$ cat src/common/seq_pkg.sv
// constants, field layout and types for rail sequencing and group messaging
package seq_pkg;

   ////////////////////////////////////////////////////////////////////////////
   // command codes of the two settings
   localparam logic [7:0]  ORDER_CODE      = 8'hE0;
   localparam logic [7:0]  GROUP_CODE      = 8'hE2;

   // rail order links fields
   localparam int          PRE_EN_BIT      = 15;
   localparam int          PRE_ID_LSB      = 8;
   localparam int          SUC_EN_BIT      = 7;
   localparam int          SUC_ID_LSB      = 0;
   localparam logic [15:0] ORDER_MASK      = 16'h9F9F;
   localparam logic [15:0] ORDER_RESET     = 16'h0000;

   // group membership fields
   localparam int          VOUT_EN_BIT     = 21;
   localparam int          VOUT_ID_LSB     = 16;
   localparam int          OPER_EN_BIT     = 13;
   localparam int          OPER_ID_LSB     = 8;
   localparam int          PFAIL_EN_BIT    = 5;
   localparam int          PFAIL_ID_LSB    = 0;
   localparam logic [31:0] GROUP_MASK      = 32'h003F3F3F;
   localparam logic [31:0] GROUP_RESET     = 32'h00000000;

   localparam int          ID_W            = 5;
   localparam int          EV_COUNT        = 6;

   ////////////////////////////////////////////////////////////////////////////
   // inter device bus event kinds
   typedef enum logic [2:0] {
      EV_POWER_GOOD  = 3'h0,
      EV_POWER_DOWN  = 3'h1,
      EV_VOUT_CMD    = 3'h2,
      EV_OPERATION   = 3'h3,
      EV_POWER_FAIL  = 3'h4,
      EV_SHARE_FAULT = 3'h5
   } ev_kind_e;

   // rail output state
   typedef enum logic [2:0] {
      ST_OFF      = 3'h0,
      ST_ON       = 3'h1,
      ST_WAIT_SUC = 3'h2,
      ST_DELAY    = 3'h3,
      ST_FAULT    = 3'h4
   } rail_state_e;

endpackage

$ cat src/logic/off_delay_timer.sv
// programmable turn-off delay counter
`timescale 1ns/10ps
`default_nettype none
module off_delay_timer #(
   parameter int W = 16
) (
   input  wire logic         clk,
   input  wire logic         rst,
   input  wire logic         start,
   input  wire logic [W-1:0] load,
   output logic              done
);

   logic [W-1:0] cnt_r;
   logic [W-1:0] cnt_nxt;
   logic         busy_r;
   logic         busy_nxt;
   logic         done_r;
   logic         done_nxt;

   // load on start, count down, pulse done after load+1 cycles
   always_comb begin
      cnt_nxt  = cnt_r;
      busy_nxt = busy_r;
      done_nxt = 1'b0;
      if (start) begin
         cnt_nxt  = load;
         busy_nxt = 1'b1;
      end else if (busy_r) begin
         if (cnt_r == '0) begin
            busy_nxt = 1'b0;
            done_nxt = 1'b1;
         end else begin
            cnt_nxt = cnt_r - 1'b1;
         end
      end
   end

   always_ff @(posedge clk or posedge rst) begin
      if (rst) begin
         cnt_r  <= '0;
         busy_r <= 1'b0;
         done_r <= 1'b0;
      end else begin
         cnt_r  <= cnt_nxt;
         busy_r <= busy_nxt;
         done_r <= done_nxt;
      end
   end

   assign done = done_r;

endmodule
`default_nettype wire

$ cat src/logic/event_sender.sv
// holds pending outgoing events and presents one at a time
`timescale 1ns/10ps
`default_nettype none
module event_sender (
   input  wire logic                                       clk,
   input  wire logic                                       rst,
   input  wire logic [seq_pkg::EV_COUNT-1:0]               req,
   input  wire logic [seq_pkg::EV_COUNT*seq_pkg::ID_W-1:0] ids,
   input  wire logic                                       tx_ready,
   output logic                                            tx_valid,
   output logic [2:0]                                      tx_kind,
   output logic [seq_pkg::ID_W-1:0]                        tx_id
);

   logic [seq_pkg::EV_COUNT-1:0] pend_r;
   logic [seq_pkg::EV_COUNT-1:0] pend_nxt;
   logic                         valid_r;
   logic                         valid_nxt;
   logic [2:0]                   kind_r;
   logic [2:0]                   kind_nxt;
   logic [seq_pkg::ID_W-1:0]     id_r;
   logic [seq_pkg::ID_W-1:0]     id_nxt;

   // lowest kind first; a new request wins over the take
   always_comb begin
      logic found;
      found     = 1'b0;
      pend_nxt  = pend_r;
      valid_nxt = valid_r;
      kind_nxt  = kind_r;
      id_nxt    = id_r;
      if (valid_r && tx_ready) begin
         valid_nxt = 1'b0;
      end
      if (!valid_nxt) begin
         for (int k = 0; k < seq_pkg::EV_COUNT; k++) begin
            if (pend_r[k] && !found) begin
               found       = 1'b1;
               pend_nxt[k] = 1'b0;
               valid_nxt   = 1'b1;
               kind_nxt    = 3'(k);
               id_nxt      = ids[k*seq_pkg::ID_W +: seq_pkg::ID_W];
            end
         end
      end
      pend_nxt = pend_nxt | req;
   end

   always_ff @(posedge clk or posedge rst) begin
      if (rst) begin
         pend_r  <= '0;
         valid_r <= 1'b0;
         kind_r  <= 3'h0;
         id_r    <= '0;
      end else begin
         pend_r  <= pend_nxt;
         valid_r <= valid_nxt;
         kind_r  <= kind_nxt;
         id_r    <= id_nxt;
      end
   end

   assign tx_valid = valid_r;
   assign tx_kind  = kind_r;
   assign tx_id    = id_r;

endmodule
`default_nettype wire

$ cat src/logic/rail_sequencer.sv
// rail sequencing and group messaging for one converter rail
// Notes on behaviour
// - with a predecessor, turn on only after enable and its power-good event.
// - with a successor, turn off after its power-down event, then programmed delay.
// - order bit 15 enables predecessor, bits 12:8 hold its rail id.
// - order bit 7 enables successor, bits 4:0 hold its rail id.
// - order setting resets to zero, both relations disabled.
// - fault shutdown sends no power-down event to neighbours.
// - no automatic retry while in a fault or sequencing group.
// - group bit 21 enables response to matching output-voltage broadcasts.
// - group bits 20:16 are the id sent with output-voltage broadcasts.
// - group bit 13 enables response to matching operation broadcasts.
// - group bits 12:8 are the id sent with operation broadcasts.
// - group bit 5 enables response to matching power-fail events.
// - group bits 4:0 are the id sent with power-fail events.
// - current-sharing members spread faults among the rail regardless of group.
// - own events are sent even while incoming group messages are ignored.
`timescale 1ns/10ps
`default_nettype none
module rail_sequencer #(
   parameter int DELAY_W = 16
) (
   input  wire logic                       clk,
   input  wire logic                       rst,
   input  wire logic [7:0]                 cfg_code,
   input  wire logic                       cfg_wr,
   input  wire logic                       cfg_rd,
   input  wire logic [31:0]                cfg_wdata,
   output logic [31:0]                     cfg_rdata,
   output logic                            cfg_ack,
   input  wire logic [seq_pkg::ID_W-1:0]   rail_id,
   input  wire logic                       share_member,
   input  wire logic                       retry_cfg,
   input  wire logic                       en_request,
   input  wire logic                       pg_in,
   input  wire logic                       zero_reached,
   input  wire logic                       fault_in,
   input  wire logic                       fault_clear,
   input  wire logic [DELAY_W-1:0]         off_delay,
   input  wire logic                       local_vout_bcast,
   input  wire logic                       local_op_bcast,
   input  wire logic                       rx_valid,
   input  wire logic [2:0]                 rx_kind,
   input  wire logic [seq_pkg::ID_W-1:0]   rx_id,
   input  wire logic                       rx_op_on,
   output logic                            tx_valid,
   output logic [2:0]                      tx_kind,
   output logic [seq_pkg::ID_W-1:0]        tx_id,
   input  wire logic                       tx_ready,
   output logic                            out_on,
   output logic                            fault_shut,
   output logic                            retry_permit,
   output logic                            vout_apply,
   output logic                            op_apply,
   output logic                            op_on
);

   // true when a received event has the given kind and id
   function automatic logic ev_hit(input logic v, input logic [2:0] k, input logic [4:0] i,
                                   input seq_pkg::ev_kind_e want, input logic [4:0] id);
      return v && (k == want) && (i == id);
   endfunction

   ////////////////////////////////////////////////////////////////////////////
   // settings registers
   logic [15:0] order_r, order_nxt;
   logic [31:0] group_r, group_nxt;
   logic [31:0] rdata_r, rdata_nxt;
   logic        ack_r, ack_nxt;

   // writes keep only used bits, reads return zero in unused ones
   always_comb begin
      order_nxt = order_r;
      group_nxt = group_r;
      rdata_nxt = rdata_r;
      ack_nxt   = 1'b0;
      if (cfg_wr && cfg_code == seq_pkg::ORDER_CODE) begin
         order_nxt = cfg_wdata[15:0] & seq_pkg::ORDER_MASK;
         ack_nxt   = 1'b1;
      end else if (cfg_wr && cfg_code == seq_pkg::GROUP_CODE) begin
         group_nxt = cfg_wdata & seq_pkg::GROUP_MASK;
         ack_nxt   = 1'b1;
      end else if (cfg_rd && cfg_code == seq_pkg::ORDER_CODE) begin
         rdata_nxt = {16'h0000, order_r};
         ack_nxt   = 1'b1;
      end else if (cfg_rd && cfg_code == seq_pkg::GROUP_CODE) begin
         rdata_nxt = group_r;
         ack_nxt   = 1'b1;
      end else if (cfg_rd) begin
         rdata_nxt = 32'h00000000;
      end
   end

   always_ff @(posedge clk or posedge rst) begin
      if (rst) begin
         order_r <= seq_pkg::ORDER_RESET;
         group_r <= seq_pkg::GROUP_RESET;
         rdata_r <= 32'h00000000;
         ack_r   <= 1'b0;
      end else begin
         order_r <= order_nxt;
         group_r <= group_nxt;
         rdata_r <= rdata_nxt;
         ack_r   <= ack_nxt;
      end
   end

   assign cfg_rdata = rdata_r;
   assign cfg_ack   = ack_r;

   ////////////////////////////////////////////////////////////////////////////
   // field decode
   logic       pre_en, suc_en, vout_en, oper_en, pfail_en;
   logic [4:0] pre_id, suc_id, vout_gid, oper_gid, pfail_gid;

   // relations and group ids
   assign pre_en    = order_r[seq_pkg::PRE_EN_BIT];
   assign pre_id    = order_r[seq_pkg::PRE_ID_LSB +: seq_pkg::ID_W];
   assign suc_en    = order_r[seq_pkg::SUC_EN_BIT];
   assign suc_id    = order_r[seq_pkg::SUC_ID_LSB +: seq_pkg::ID_W];
   assign vout_en   = group_r[seq_pkg::VOUT_EN_BIT];
   assign vout_gid  = group_r[seq_pkg::VOUT_ID_LSB +: seq_pkg::ID_W];
   assign oper_en   = group_r[seq_pkg::OPER_EN_BIT];
   assign oper_gid  = group_r[seq_pkg::OPER_ID_LSB +: seq_pkg::ID_W];
   assign pfail_en  = group_r[seq_pkg::PFAIL_EN_BIT];
   assign pfail_gid = group_r[seq_pkg::PFAIL_ID_LSB +: seq_pkg::ID_W];

   ////////////////////////////////////////////////////////////////////////////
   // incoming event decode
   logic pre_good_ev, pre_down_ev, suc_down_ev, vout_hit, oper_hit, pfail_hit, share_hit;

   // group responses gated by their enable bits
   assign pre_good_ev = ev_hit(rx_valid, rx_kind, rx_id, seq_pkg::EV_POWER_GOOD, pre_id);
   assign pre_down_ev = ev_hit(rx_valid, rx_kind, rx_id, seq_pkg::EV_POWER_DOWN, pre_id);
   assign suc_down_ev = ev_hit(rx_valid, rx_kind, rx_id, seq_pkg::EV_POWER_DOWN, suc_id);
   assign vout_hit    = vout_en && ev_hit(rx_valid, rx_kind, rx_id, seq_pkg::EV_VOUT_CMD, vout_gid);
   assign oper_hit    = oper_en && ev_hit(rx_valid, rx_kind, rx_id, seq_pkg::EV_OPERATION, oper_gid);
   assign pfail_hit   = pfail_en && ev_hit(rx_valid, rx_kind, rx_id, seq_pkg::EV_POWER_FAIL, pfail_gid);
   assign share_hit   = share_member && ev_hit(rx_valid, rx_kind, rx_id, seq_pkg::EV_SHARE_FAULT, rail_id);

   ////////////////////////////////////////////////////////////////////////////
   // rail state machine and event latches
   seq_pkg::rail_state_e state_r, state_nxt;
   logic                 pre_good_r, pre_good_nxt;
   logic                 suc_down_r, suc_down_nxt;
   logic                 pg_d_r, zero_d_r;
   logic                 delay_start, delay_done, fault_any;

   assign fault_any = fault_in || pfail_hit || share_hit;

   // sequencing decisions; a latch set wins over its clear
   always_comb begin
      state_nxt    = state_r;
      delay_start  = 1'b0;
      pre_good_nxt = pre_good_r;
      suc_down_nxt = suc_down_r;
      if (pre_down_ev) begin
         pre_good_nxt = 1'b0;
      end
      if (pre_good_ev) begin
         pre_good_nxt = 1'b1;
      end
      if (state_r == seq_pkg::ST_ON) begin
         suc_down_nxt = 1'b0;
      end
      if (suc_down_ev) begin
         suc_down_nxt = 1'b1;
      end
      if (fault_any) begin
         state_nxt = seq_pkg::ST_FAULT;
      end else begin
         unique case (state_r)
            seq_pkg::ST_OFF: begin
               if (en_request && (!pre_en || pre_good_r)) begin
                  state_nxt = seq_pkg::ST_ON;
               end
            end
            seq_pkg::ST_ON: begin
               if (!en_request) begin
                  state_nxt = seq_pkg::ST_WAIT_SUC;
               end
            end
            seq_pkg::ST_WAIT_SUC: begin
               if (en_request) begin
                  state_nxt = seq_pkg::ST_ON;
               end else if (!suc_en || suc_down_r) begin
                  state_nxt   = seq_pkg::ST_DELAY;
                  delay_start = 1'b1;
               end
            end
            seq_pkg::ST_DELAY: begin
               if (delay_done) begin
                  state_nxt = seq_pkg::ST_OFF;
               end
            end
            seq_pkg::ST_FAULT: begin
               if (fault_clear && !fault_in) begin
                  state_nxt = seq_pkg::ST_OFF;
               end
            end
            default: state_nxt = seq_pkg::ST_OFF;
         endcase
      end
   end

   always_ff @(posedge clk or posedge rst) begin
      if (rst) begin
         state_r    <= seq_pkg::ST_OFF;
         pre_good_r <= 1'b0;
         suc_down_r <= 1'b0;
         pg_d_r     <= 1'b0;
         zero_d_r   <= 1'b0;
      end else begin
         state_r    <= state_nxt;
         pre_good_r <= pre_good_nxt;
         suc_down_r <= suc_down_nxt;
         pg_d_r     <= pg_in;
         zero_d_r   <= zero_reached;
      end
   end

   off_delay_timer #(.W(DELAY_W)) u_delay (
      .clk   (clk),
      .rst   (rst),
      .start (delay_start),
      .load  (off_delay),
      .done  (delay_done)
   );

   ////////////////////////////////////////////////////////////////////////////
   // rail outputs and group command pulses
   logic out_on_r, vout_apply_r, op_apply_r;
   logic op_on_r, op_on_nxt;

   assign op_on_nxt = oper_hit ? rx_op_on : op_on_r;

   always_ff @(posedge clk or posedge rst) begin
      if (rst) begin
         out_on_r     <= 1'b0;
         vout_apply_r <= 1'b0;
         op_apply_r   <= 1'b0;
         op_on_r      <= 1'b0;
      end else begin
         out_on_r     <= (state_nxt == seq_pkg::ST_ON) || (state_nxt == seq_pkg::ST_WAIT_SUC) ||
                         (state_nxt == seq_pkg::ST_DELAY);
         vout_apply_r <= vout_hit;
         op_apply_r   <= oper_hit;
         op_on_r      <= op_on_nxt;
      end
   end

   assign out_on       = out_on_r;
   assign fault_shut   = (state_r == seq_pkg::ST_FAULT);
   assign vout_apply   = vout_apply_r;
   assign op_apply     = op_apply_r;
   assign op_on        = op_on_r;
   assign retry_permit = retry_cfg && !pfail_en && !pre_en && !suc_en;

   ////////////////////////////////////////////////////////////////////////////
   // outgoing events, sent whatever the response enables are
   logic [seq_pkg::EV_COUNT-1:0]               tx_req;
   logic [seq_pkg::EV_COUNT*seq_pkg::ID_W-1:0] tx_ids;
   logic                                       fault_entry;

   assign fault_entry = fault_any && state_r != seq_pkg::ST_FAULT;

   // power-down only on an orderly ramp to zero, never after a fault
   assign tx_req[0] = pg_in && !pg_d_r;
   assign tx_req[1] = zero_reached && !zero_d_r && state_r != seq_pkg::ST_FAULT && !fault_any;
   assign tx_req[2] = local_vout_bcast;
   assign tx_req[3] = local_op_bcast;
   assign tx_req[4] = fault_entry && fault_in;
   assign tx_req[5] = fault_entry && fault_in && share_member;
   assign tx_ids    = {rail_id, pfail_gid, oper_gid, vout_gid, rail_id, rail_id};

   event_sender u_sender (
      .clk      (clk),
      .rst      (rst),
      .req      (tx_req),
      .ids      (tx_ids),
      .tx_ready (tx_ready),
      .tx_valid (tx_valid),
      .tx_kind  (tx_kind),
      .tx_id    (tx_id)
   );
endmodule
`default_nettype wire

$ cat config.mk
export PLATFORM = sky130hd
export DESIGN_NAME = rail_sequencer
export DESIGN_NICKNAME = d
export VERILOG_FILES = /design/src/common/seq_pkg.sv /design/src/logic/off_delay_timer.sv /design/src/logic/event_sender.sv /design/src/logic/rail_sequencer.sv
export SDC_FILE = /design/constraint.sdc
export NUM_CORES = 1
export LEC_CHECK = 0
export BUFFER_PORTS_ARGS = -buffer_cell sky130_fd_sc_hd__buf_2
export CAP_MARGIN = 10
export CORE_ASPECT_RATIO = 1.75
export CORE_MARGIN = 3
export CORE_UTILIZATION = 45
export CTS_CLUSTER_DIAMETER = 150
export DETAILED_ROUTE_END_ITERATION = 6
export PLACE_DENSITY_LB_ADDON = 0.05
export SLEW_MARGIN = 20
export SYNTH_ARGS = -nofsm -noshare
export SYNTH_HDL_FRONTEND = slang
export SYNTH_HIERARCHICAL = 1
export SYNTH_SLANG_ARGS = --single-unit
$ cat constraint.sdc
create_clock -name clk -period 2.9 [get_ports clk]
set_input_delay 0.29 -clock clk [delete_from_list [all_inputs] [get_ports clk]]
set_output_delay 0.29 -clock clk [all_outputs]
set_load 0.01 [all_outputs]
==> results of run 1 <==
==> synthesized netlist by cell type (all sizes together), types with 7 or more instances <==
cell type / instances
dfrtp: 95
nor2: 39
nand2: 36
mux2: 31
buf: 26
inv: 26
clkbuf: 17
o21ai: 16
a211oi: 15
nor3: 15
xnor2: 15
xor2: 15
mux2i: 13
nand3: 13
nor2b: 13
a21oi: 12
a22oi: 10
nor4: 10
a311oi: 8
o22ai: 7
o31ai: 7
or4: 7
==> worst max-delay path: stages (launching register included) <==
cell and delay, ps:
dfrtp_1 420, xor2_1 170, nor2_1 80, a41o_1 340, nor4_2 360, clkinv_1 270
nand2_1 140, o21ai_0 70, or3b_2 460
==> area by class of cell <==
cell class                      count  area share [%]
Antenna cell                        1         0.04010
Clock buffer                        9           3.609
Clock inverter                      7           1.484
Inverter                           27           1.644
Multi-Input combinational cell    374           42.55
Sequential cell                    95           38.10
Tap cell                          135           2.707
Timing Repair Buffer              118           9.866
==> state kept, by name (all words and copies together), names as in the netlist, 3 cells and up <==
name              count
u_delay/cnt_r        16
u_sender/tx_id        5
group_r              18
u_sender/tx_kind      3
order_r              12
cfg_rdata            20
state_r               3
u_sender/pend_r       6
==> cells by family (layout without fill, tap and decap cells) <==
family / Yosys count / in the layout / synth area share, %
AOI/OAI and AO/OA: 110 / 110 / 16.07
xor gates and xnor gates: 30 / 30 / 4.925
adders and majority gates: 1 / 1 / 0.2345
buffers and inverters: 70 / 161 / 6.613
DFF: 95 / 95 / 44.56
muxes: 44 / 44 / 8.982
other: 1 / 13 / 0.07029
and+or+nand+nor: 177 / 177 / 18.55
==> report_power, final <==
group	switching (mW)	total, mW	internal (mW)
sequential	0.140	1.58	1.44
combinational	0.391	0.674	0.283
clock	0.567	1.26	0.690
==> worst paths after layout <==
kind,from,end,slack (ps),depth (start not counted)
min,rst,u_sender/pend_r[0],60,2
min in group clk,pg_in,pg_d_r,60,1
max reg2reg,group_r[1],u_delay/cnt_r[1],470,8
min reg2reg,u_sender/tx_id[3],u_sender/tx_id[3],480,2
max in group asynchronous,rst,cfg_rdata[20],2150,3
max,group_r[1],u_delay/cnt_r[1],470,8
==> stage by stage <==
stage | cells | power [mW] | hold slack (ps) | area (um2)
final | 766 | 3.513 | 55.44 | 6240
after global routing | 766 | 3.692 | 46.09 | 6240
after CTS | 765 | 3.551 | 43.94 | 6236
after detailed placement | 749 | 2.276 | 416.2 | 5918
after global placement | 749 | 2.260 | 410.9 | 5918
after floorplan | 539 | 2.030 | 191.5 | 5376
==> layer usage <==
metal	track usage (%)	share of wire [%]
met5	0	0
met4	11.80	2.8
met3	2.590	3.4
met2	43.93	59
met1	23.90	35
==> flow_summary.yaml, run 1 <==
clock_network:
  cts-resized-gates: 0
  ctsHoldBuffers: 0
  cts_buffer_depth: 2
  clk_latency_ps: 350
  cts_tree: "built"
  clockRootBuffer: "clkbuf_16"
  cts_setup_buffers: 0
  clk_pin_slew_ps: 70
  numCtsBuffers: 9
  cts.htree.levels: 3
  clock_sink_count: 95
synth:
  ys_types: 73
  syn_area_per_cell_um2: 10.10
  synth_warnings: 6
  ys_ff_latch: 95
  synthesis.instances: 528
  synthFlopType: "dfrtp_1"
  synth_enable_flop_cells: 0
  yosys.area.top_type_share_pct: 44.56
  synthTopCellsByArea: "dfrtp_1 (45%), mux2_2 (6.3%), nor2_1 (2.7%)"
  synth_top_area_cell: "dfrtp_1"
  synthArstFlopShare_pct: 100.0
  synth_seq_area_share_pct: 44.56
  synthesis.area_mm2: 0.005335
final_layout:
  post-route-util_pct: 53.88
  final_cell_mix: "buf_2 (108), dfrtp_1 (95), nor2_1 (39)"
  drive_gt1_share_pct: 30.63
  num-nets-final: 711
  area_growth_pct: 16.96
  fill_cells: 1109
  multi_input_area_mm2: 0.002655
  area.sequential_mm2: 0.002377
  final_common_cell: "buf_2"
die:
  start_util_pct: 46.07
  die_h_um: 150.0
  die_area_mm2: 0.01325
  io_pins: 133
  fp.dieW_um: 88.31
  core.rowCount: 52
  core_area_mm2: 0.01158
timing:
  slew_viol_final: 0
  fin_tns_setup_ps: 0
  finalHoldViolCount: 0
  grt_setup_unrepaired: "false"
  max_freq_mhz: 412.3
  fin_crit_sh_pct: 83.63
  setup_ws_ps: 474.9
  worstMarginPinSlew_ps: 857.4
  fin_crit_ps: 2425
  relSlewSlack_pct: 42.40
  finalSetupViolations: 0
  skew_ps: 7.237
grt:
  grt_antenna_before_repair: 1
  grt_start_max_net_pins: 49
  overflow: 0
  grt_pass1_wl_um: 23090
  grt_use_total_pct: 23.11
  grt_pass1_vias: 4516
power:
  peakVddDrop_mv: 0.4075
  cellPowerDensity_mw_per_mm2: 563.0
  p_leak_nw: 2.821
drt:
  dr.pass1.iters: 4
  via_per_inst: 5.710
  wl_um: 15020
  ant_nets: 0
  first_iter_violations: 237
  wire_per_inst_um: 19.61
  drc: 0
  num_vias: 4374
setup_path:
  cp-start-kind: "flop"
  cp_max_fo: 6
  worst_ep_arrival_time_ps: 2650
  cp.required_ps: 3120
  endpoint_kind: "flop"
  path_class: "reg -> reg"
placement:
  port_buffers: 108
  place_hpwl_um: 11860
  place_ws_ps: 405.4
  gp_congestion: 0.9051
job:
  drv_cap: 0
min_path:
  hold_path_class: "in -> async"
status:
  status: "complete, no violations"
Note: power is estimated with default switching activity, not from simulation.
==> run 2, diff against run 1 <==
Settings changed: ABC_AREA set to 1.
Clock period 2.9 ns to 1.9 ns, I/O delays scaled along.
==> run 2 against run 1 <==
Against the previous run:
- synthesized cell count grew 53%
- largest cell class unchanged
- largest power group unchanged
- count of clock-buffer cells in the layout is 1 higher
- hold slack gained 1.8 ps
- global-route usage rose by 1.2 points
- combinational power increased by 69%
==> flow_summary.yaml, run 2 <==
timing:
  holdWs_ps: 57.25
  fin_crit_sh_pct: 95.12
  setup_ws_ps: 92.64
  fin_tns_setup_ps: 0
  finalSetupViolations: 0
  skew_ps: 9.177
  grt_setup_unrepaired: "true"
  fin_crit_ps: 1807
  slew_viol_final: 0
  max_freq_mhz: 553.3
  finalHoldViolCount: 0
  relSlewSlack_pct: 48.81
  worstMarginPinSlew_ps: 766.9
synth:
  syn_area_per_cell_um2: 7.096
  synth_enable_flop_cells: 0
  synthFlopType: "dfrtp_1"
  synth_warnings: 6
  synth.most_common_cell: "nand2_1"
  synth_top_area_cell: "dfrtp_1"
  yosys.area.top_type_share_pct: 41.51
  synth_seq_area_share_pct: 41.51
  synthesis.area_mm2: 0.005727
  synthTopCellsByArea: "dfrtp_1 (42%), nand2_1 (19%), inv_1 (7.4%)"
  synthesis.instances: 807
  ys_ff_latch: 95
  synthArstFlopShare_pct: 100.0
  ys_types: 43
  synth_common_cells: "nand2_1 (288), inv_1 (113), dfrtp_1 (95)"
drt:
  via_per_inst: 4.842
  num_vias: 5472
  wire_per_inst_um: 14.91
  dr.pass1.iters: 5
  wl_um: 16840
  drc: 0
  ant_nets: 0
  first_iter_violations: 231
final_layout:
  final_common_cell: "nand2_1"
  final_cell_mix: "nand2_1 (282), inv_1 (112), buf_2 (108)"
  stdcell_count: 1130
  drive_gt1_share_pct: 25.60
  fin_area_mm2: 0.007167
  area_growth_pct: 25.15
  num_antenna_cells: 0
  largest_reg_flops: 20
  num-nets-final: 1047
  post-route-util_pct: 58.74
  fill_cells: 1230
placement:
  place_ws_ps: -130.6
  place_hpwl_um: 13640
  place_inst: 1109
  post_dp_cell_area_mm2: 0.006706
  port_buffers: 108
  gp_congestion: 0.9005
clock_network:
  cts_buffer_depth: 2
  cts_tree: "built"
  clock_sink_count: 95
  clk_latency_ps: 340
  cts.htree.levels: 3
  clk_pin_slew_ps: 70
  numCtsBuffers: 9
  clockRootBuffer: "clkbuf_16"
setup_path:
  cp.required_ps: 2130
  cp-start-kind: "flop"
  cp_max_fo: 8
  worst_ep_arrival_time_ps: 2040
  path_class: "reg -> reg"
  endpoint_kind: "flop"
grt:
  grt_antenna_before_repair: 1
  grt_start_max_net_pins: 63
  grt_use_total_pct: 24.34
  grt_pass1_wl_um: 27060
  overflow: 0
  grt_pass1_vias: 5679
power:
  cellPowerDensity_mw_per_mm2: 770.5
  peakVddDrop_mv: 0.6082
  report.power.total_mw: 5.522
  p_leak_nw: 4.046
min_path:
  hold_path_class: "in -> reg"
die:
  fp.dieW_um: 91.28
  die_h_um: 155.2
  start_util_pct: 46.93
  io_pins: 133
  die_area_mm2: 0.01417
  core_area_mm2: 0.01220
  core.rowCount: 53
status:
  status: "complete, no violations"
job:
  drv_cap: 0
## run 2: cell types whose count changed in the layout (fill, tap and decap cells not counted), sizes merged, moves of 13 or more
cell / change
buf: +41
mux2i: -13
mux2: -31
nor2b: -13
inv: +92
nor2: +41
o21ai: +34
nand2: +265
a211oi: -15
nand3: +40
## run 2: final cells by class
| cell class | count | area, um2 | area share (%) |
|---|---|---|---|
| clock buffer | 10 | 239.0 | 3.334 |
| clock inverter | 5 | 81.33 | 1.135 |
| inverter | 119 | 452.9 | 6.320 |
| multi-input combinational | 574 | 2795 | 39.00 |
| sequential | 95 | 2377 | 33.17 |
| tap | 165 | 206.4 | 2.881 |
| timing repair buffer | 162 | 1015 | 14.16 |
## run 2: worst paths after layout
kind                                     startpoint             endpoint  slack [ps]  depth (start not counted)
worst max-delay path                     state_r[2]    u_delay/cnt_r[10]          90                          9
worst min-delay path               local_vout_bcast   u_sender/pend_r[2]          60                          2
worst max register to register           state_r[2]    u_delay/cnt_r[10]          90                          9
worst min register to register  u_sender/tx_kind[1]  u_sender/tx_kind[1]         470                          2
max in group asynchronous                       rst     u_delay/cnt_r[7]         830                          3
min in group asynchronous                       rst          order_r[15]         510                          4
## run 2: worst max-delay path, cell delays in order (launching register included)
cell and delay, ps:
dfrtp_1 400, inv_1 90, nand3_1 100, or3_1 370, nor2_4 170, inv_4 80
buf_12 150, or2_4 220, nand3_2 70, nand2_1 50
## run 2: where the power goes
group | switching (mW) | leakage, nW | internal (mW)
combinational | 0.691 | 2.71 | 0.450
clock | 0.796 | 0.155 | 1.19
sequential | 0.193 | 1.18 | 2.21
total | 1.68 | 4.05 | 3.84
## run 2: kinds of logic after synthesis
kind of cell,Yosys count,share of synthesized area (%)
compound gates,80,8.521
xor+xnor,14,2.141
buf+inv,149,11.69
fa+ha+maj,1,0.2184
flops,95,41.51
simple gates,467,35.85
other cells,1,0.06548
## run 2: repair_timing
item / CTS / global route
buffers inserted: 0 / 4
pin swaps: 0 / 15
hold buffers: 3 / 0
endpoints found under the setup margin: 16 / 18
resized for setup: 2 / 23
cloned: 0 / 0
endpoints found under the hold margin: 79 / 0
## run 2: layer usage
| metal | global-route usage, % | up-vias | routed length (um) | part of all wire (%) |
|---|---|---|---|---|
| li1 | - | 2766 | - | - |
| met1 | 22.73 | 2536 | 5786 | 34 |
| met2 | 49.61 | 127 | 9840 | 58 |
| met3 | 3.193 | 41 | 555 | 3.3 |
| met4 | 12.59 | 2 | 647 | 3.8 |
| met5 | 0 | - | 13 | 0.077 |
==> run 3, diff against run 2 <==
Settings changed: HOLD_SLACK_MARGIN set to 0.08, PLACE_DENSITY set to 0.7, PLACE_DENSITY_LB_ADDON 0.05 to unset.
==> run 3 against run 2 <==
Against the previous run:
- combinational power shrank 4%
- cell area decreased by 0.16%
- critical path depth increased by 4
- largest power group unchanged
- global-route usage is 1.4 points lower
- fmax down 4.3%
- count of clock-buffer cells in the layout decreased by 1
- cell count up 0.62%
- critical path type unchanged
- clock power shrank 9%
- critical endpoint is now u_delay/cnt_r[8]
- clock skew fell by 1.3 ps
- sequential power about the same
- die area stayed put
- sequential share of layout area grew 0.052 points
==> flow_summary.yaml, run 3 (synthesis results as in run 2) <==
status:
  status: "complete, no violations"
setup_path:
  crit_chain: "inv_1 -> nand2_1 -> nand2_1 -> nor2_1 -> nand3_1 -> nand2_2 -> nand2_2 -> nand2_4 -> nor2_4 -> clkinvlp_4 -> or2_4 -> nand3_2 -> o21ai_2"
  cp.required_ps: 2150
  r2r_slack_ps: 10
  path_class: "reg -> reg"
  crit_path_max_incr_delay_ps: 420
  ff2ff_path_depth: 13
  endpoint_kind: "flop"
  worstReg2RegEnd: "u_delay/cnt_r[8]"
  crit_slowest_cell: "dfrtp_1"
  crit_family: "simple AND/OR/NAND/NOR gates"
  worst_ep_arrival_time_ps: 2140
  reg2reg_from: "group_r[1]"
  cp_max_fo: 6
  cp_num_buf_inv: 2
  cp-start-kind: "flop"
drt:
  drc: 0
  first_iter_violations: 278
  dr.pass1.iters: 6
  wl_um: 15620
  num_vias: 5518
  wire_per_inst_um: 13.74
  ant_nets: 0
  via_per_inst: 4.853
final_layout:
  area_growth_pct: 24.95
  area.sequential_mm2: 0.002377
  fin_area_mm2: 0.007156
  num-nets-final: 1052
  final_cell_mix: "nand2_1 (284), inv_1 (112), buf_2 (108)"
  largest_reg_flops: 20
  fill_cells: 1236
  multi_input_area_mm2: 0.002785
  drive_gt1_share_pct: 24.41
  final_common_cell: "nand2_1"
power:
  cellPowerDensity_mw_per_mm2: 741.6
  peakVddDrop_mv: 0.5323
  p_leak_nw: 4.029
placement:
  place_ws_ps: -6.809
  place_hpwl_um: 12290
  gp_congestion: 0.9432
  port_buffers: 108
  post_dp_cell_area_mm2: 0.006601
min_path:
  hp-start: "cfg_wdata[13]"
  hold_end: "group_r[13]"
  holdPathStages: 3
  hold_path_class: "in -> reg"
timing:
  max_freq_mhz: 529.3
  grt_setup_unrepaired: "true"
  finalSetupViolations: 0
  fin_tns_setup_ps: 0
  slew_viol_final: 0
  worstMarginPinSlew_ps: 749.5
  finalHoldViolCount: 0
  setup_ws_ps: 10.60
  fin_crit_ps: 1889
  relSlewSlack_pct: 49.98
  fin_crit_sh_pct: 99.44
  skew_ps: 7.904
clock_network:
  clk_pin_slew_ps: 80
  clk_latency_ps: 350
  numCtsBuffers: 9
  cts_tree: "built"
  clock_sink_count: 95
  cts.htree.levels: 3
  clockRootBuffer: "clkbuf_16"
  cts_buffer_depth: 2
die:
  fp.dieW_um: 91.28
  die_area_mm2: 0.01417
  io_pins: 133
  core_area_mm2: 0.01220
  core.rowCount: 53
  start_util_pct: 46.93
  die_h_um: 155.2
grt:
  grt_antenna_before_repair: 1
  grt_pass1_vias: 5529
  grt_pass1_wl_um: 25630
  grt_use_total_pct: 22.89
  overflow: 0
  grt_start_max_net_pins: 35
job:
  drv_cap: 0
-- run 3: cell count changes in the layout (fill, tap and decap cells not counted), moves of 2 or more --
| cell | change |
|---|---|
| nand2_2 | -3 |
| nand2_1 | +2 |
| nor2_2 | -3 |
| buf_6 | +3 |
| nor2_1 | +3 |
| bufinv_16 | -2 |
| buf_4 | -5 |
| inv_6 | +3 |
| dlygate4sd3_1 | +10 |
| buf_12 | -3 |
-- run 3: report_power, final --
group	leakage (nW)	internal (mW)	switching, mW	total (mW)
sequential	1.18	2.21	0.198	2.40
combinational	2.71	0.443	0.661	1.10
clock	0.139	0.919	0.880	1.80
-- run 3: final cells by class --
type                            count  share of cell area, %
Clock buffer                        9                  3.147
Tap cell                          165                  2.885
Timing Repair inverter              1                 0.1049
Antenna cell                        1                0.03497
Inverter                          119                  6.330
Multi-Input combinational cell    574                  38.92
Clock inverter                      7                 0.8743
Sequential cell                    95                  33.22
Timing Repair Buffer              166                  14.48
-- run 3: worst max path at each step --
| stage | depth (start not counted) | slack [ps] | endpoint | start |
|---|---|---|---|---|
| after floorplan | 1 | 170 | cfg_ack | rst |
| after global placement | 16 | 30 | u_delay/cnt_r[13] | group_r[1] |
| after detailed placement | 16 | -7 | u_delay/cnt_r[9] | group_r[1] |
| after CTS | 14 | 6 | u_delay/cnt_r[11] | group_r[1] |
| after global routing | 13 | -130 | u_delay/cnt_r[8] | group_r[1] |
| final | 13 | 10 | u_delay/cnt_r[8] | group_r[1] |
-- run 3: layer usage --
layer | global-route usage [%] | vias up | share of wire, %
met2 | 44.27 | 129 | 55
met3 | 4.161 | 54 | 3.5
met1 | 22.21 | 2540 | 36
met4 | 13.09 | 0 | 5.2
li1 | - | 2795 | -
met5 | 0 | - | 0
-- run 3: worst register-to-register path: stages, from the launching register on --
cell	delay (ps)
dfrtp_1	420
inv_1	70
nand2_1	50
nand2_1	60
nor2_1	50
nand3_1	80
nand2_2	80
nand2_2	110
nand2_4	60
nor2_4	220
clkinvlp_4	210
or2_4	280
nand3_2	70
o21ai_2	50
-- run 3: timing repair --
action | 4_1_cts | 5_1_grt
pin swaps | 0 | 8
hold buffers | 13 | 0
setup buffers | 0 | 7
resized for setup | 3 | 20
endpoints found under the hold margin | 55 | 0
endpoints found under the setup margin | 7 | 16
cloned | 1 | 0
-- run 3: stage by stage --
stage / power [mW] / cells / util (%) / hold WS [ps]
final: 5.306 / 1137 / 58.64 / 89.72
after detailed placement: 3.506 / 1100 / 54.10 / 175.5
after global routing: 5.617 / 1137 / 58.64 / 94.60
after CTS: 5.343 / 1130 / 57.65 / 80.89
after floorplan: 3.164 / 818 / - / 91.48
after global placement: 3.487 / 1100 / 54.10 / 180.0
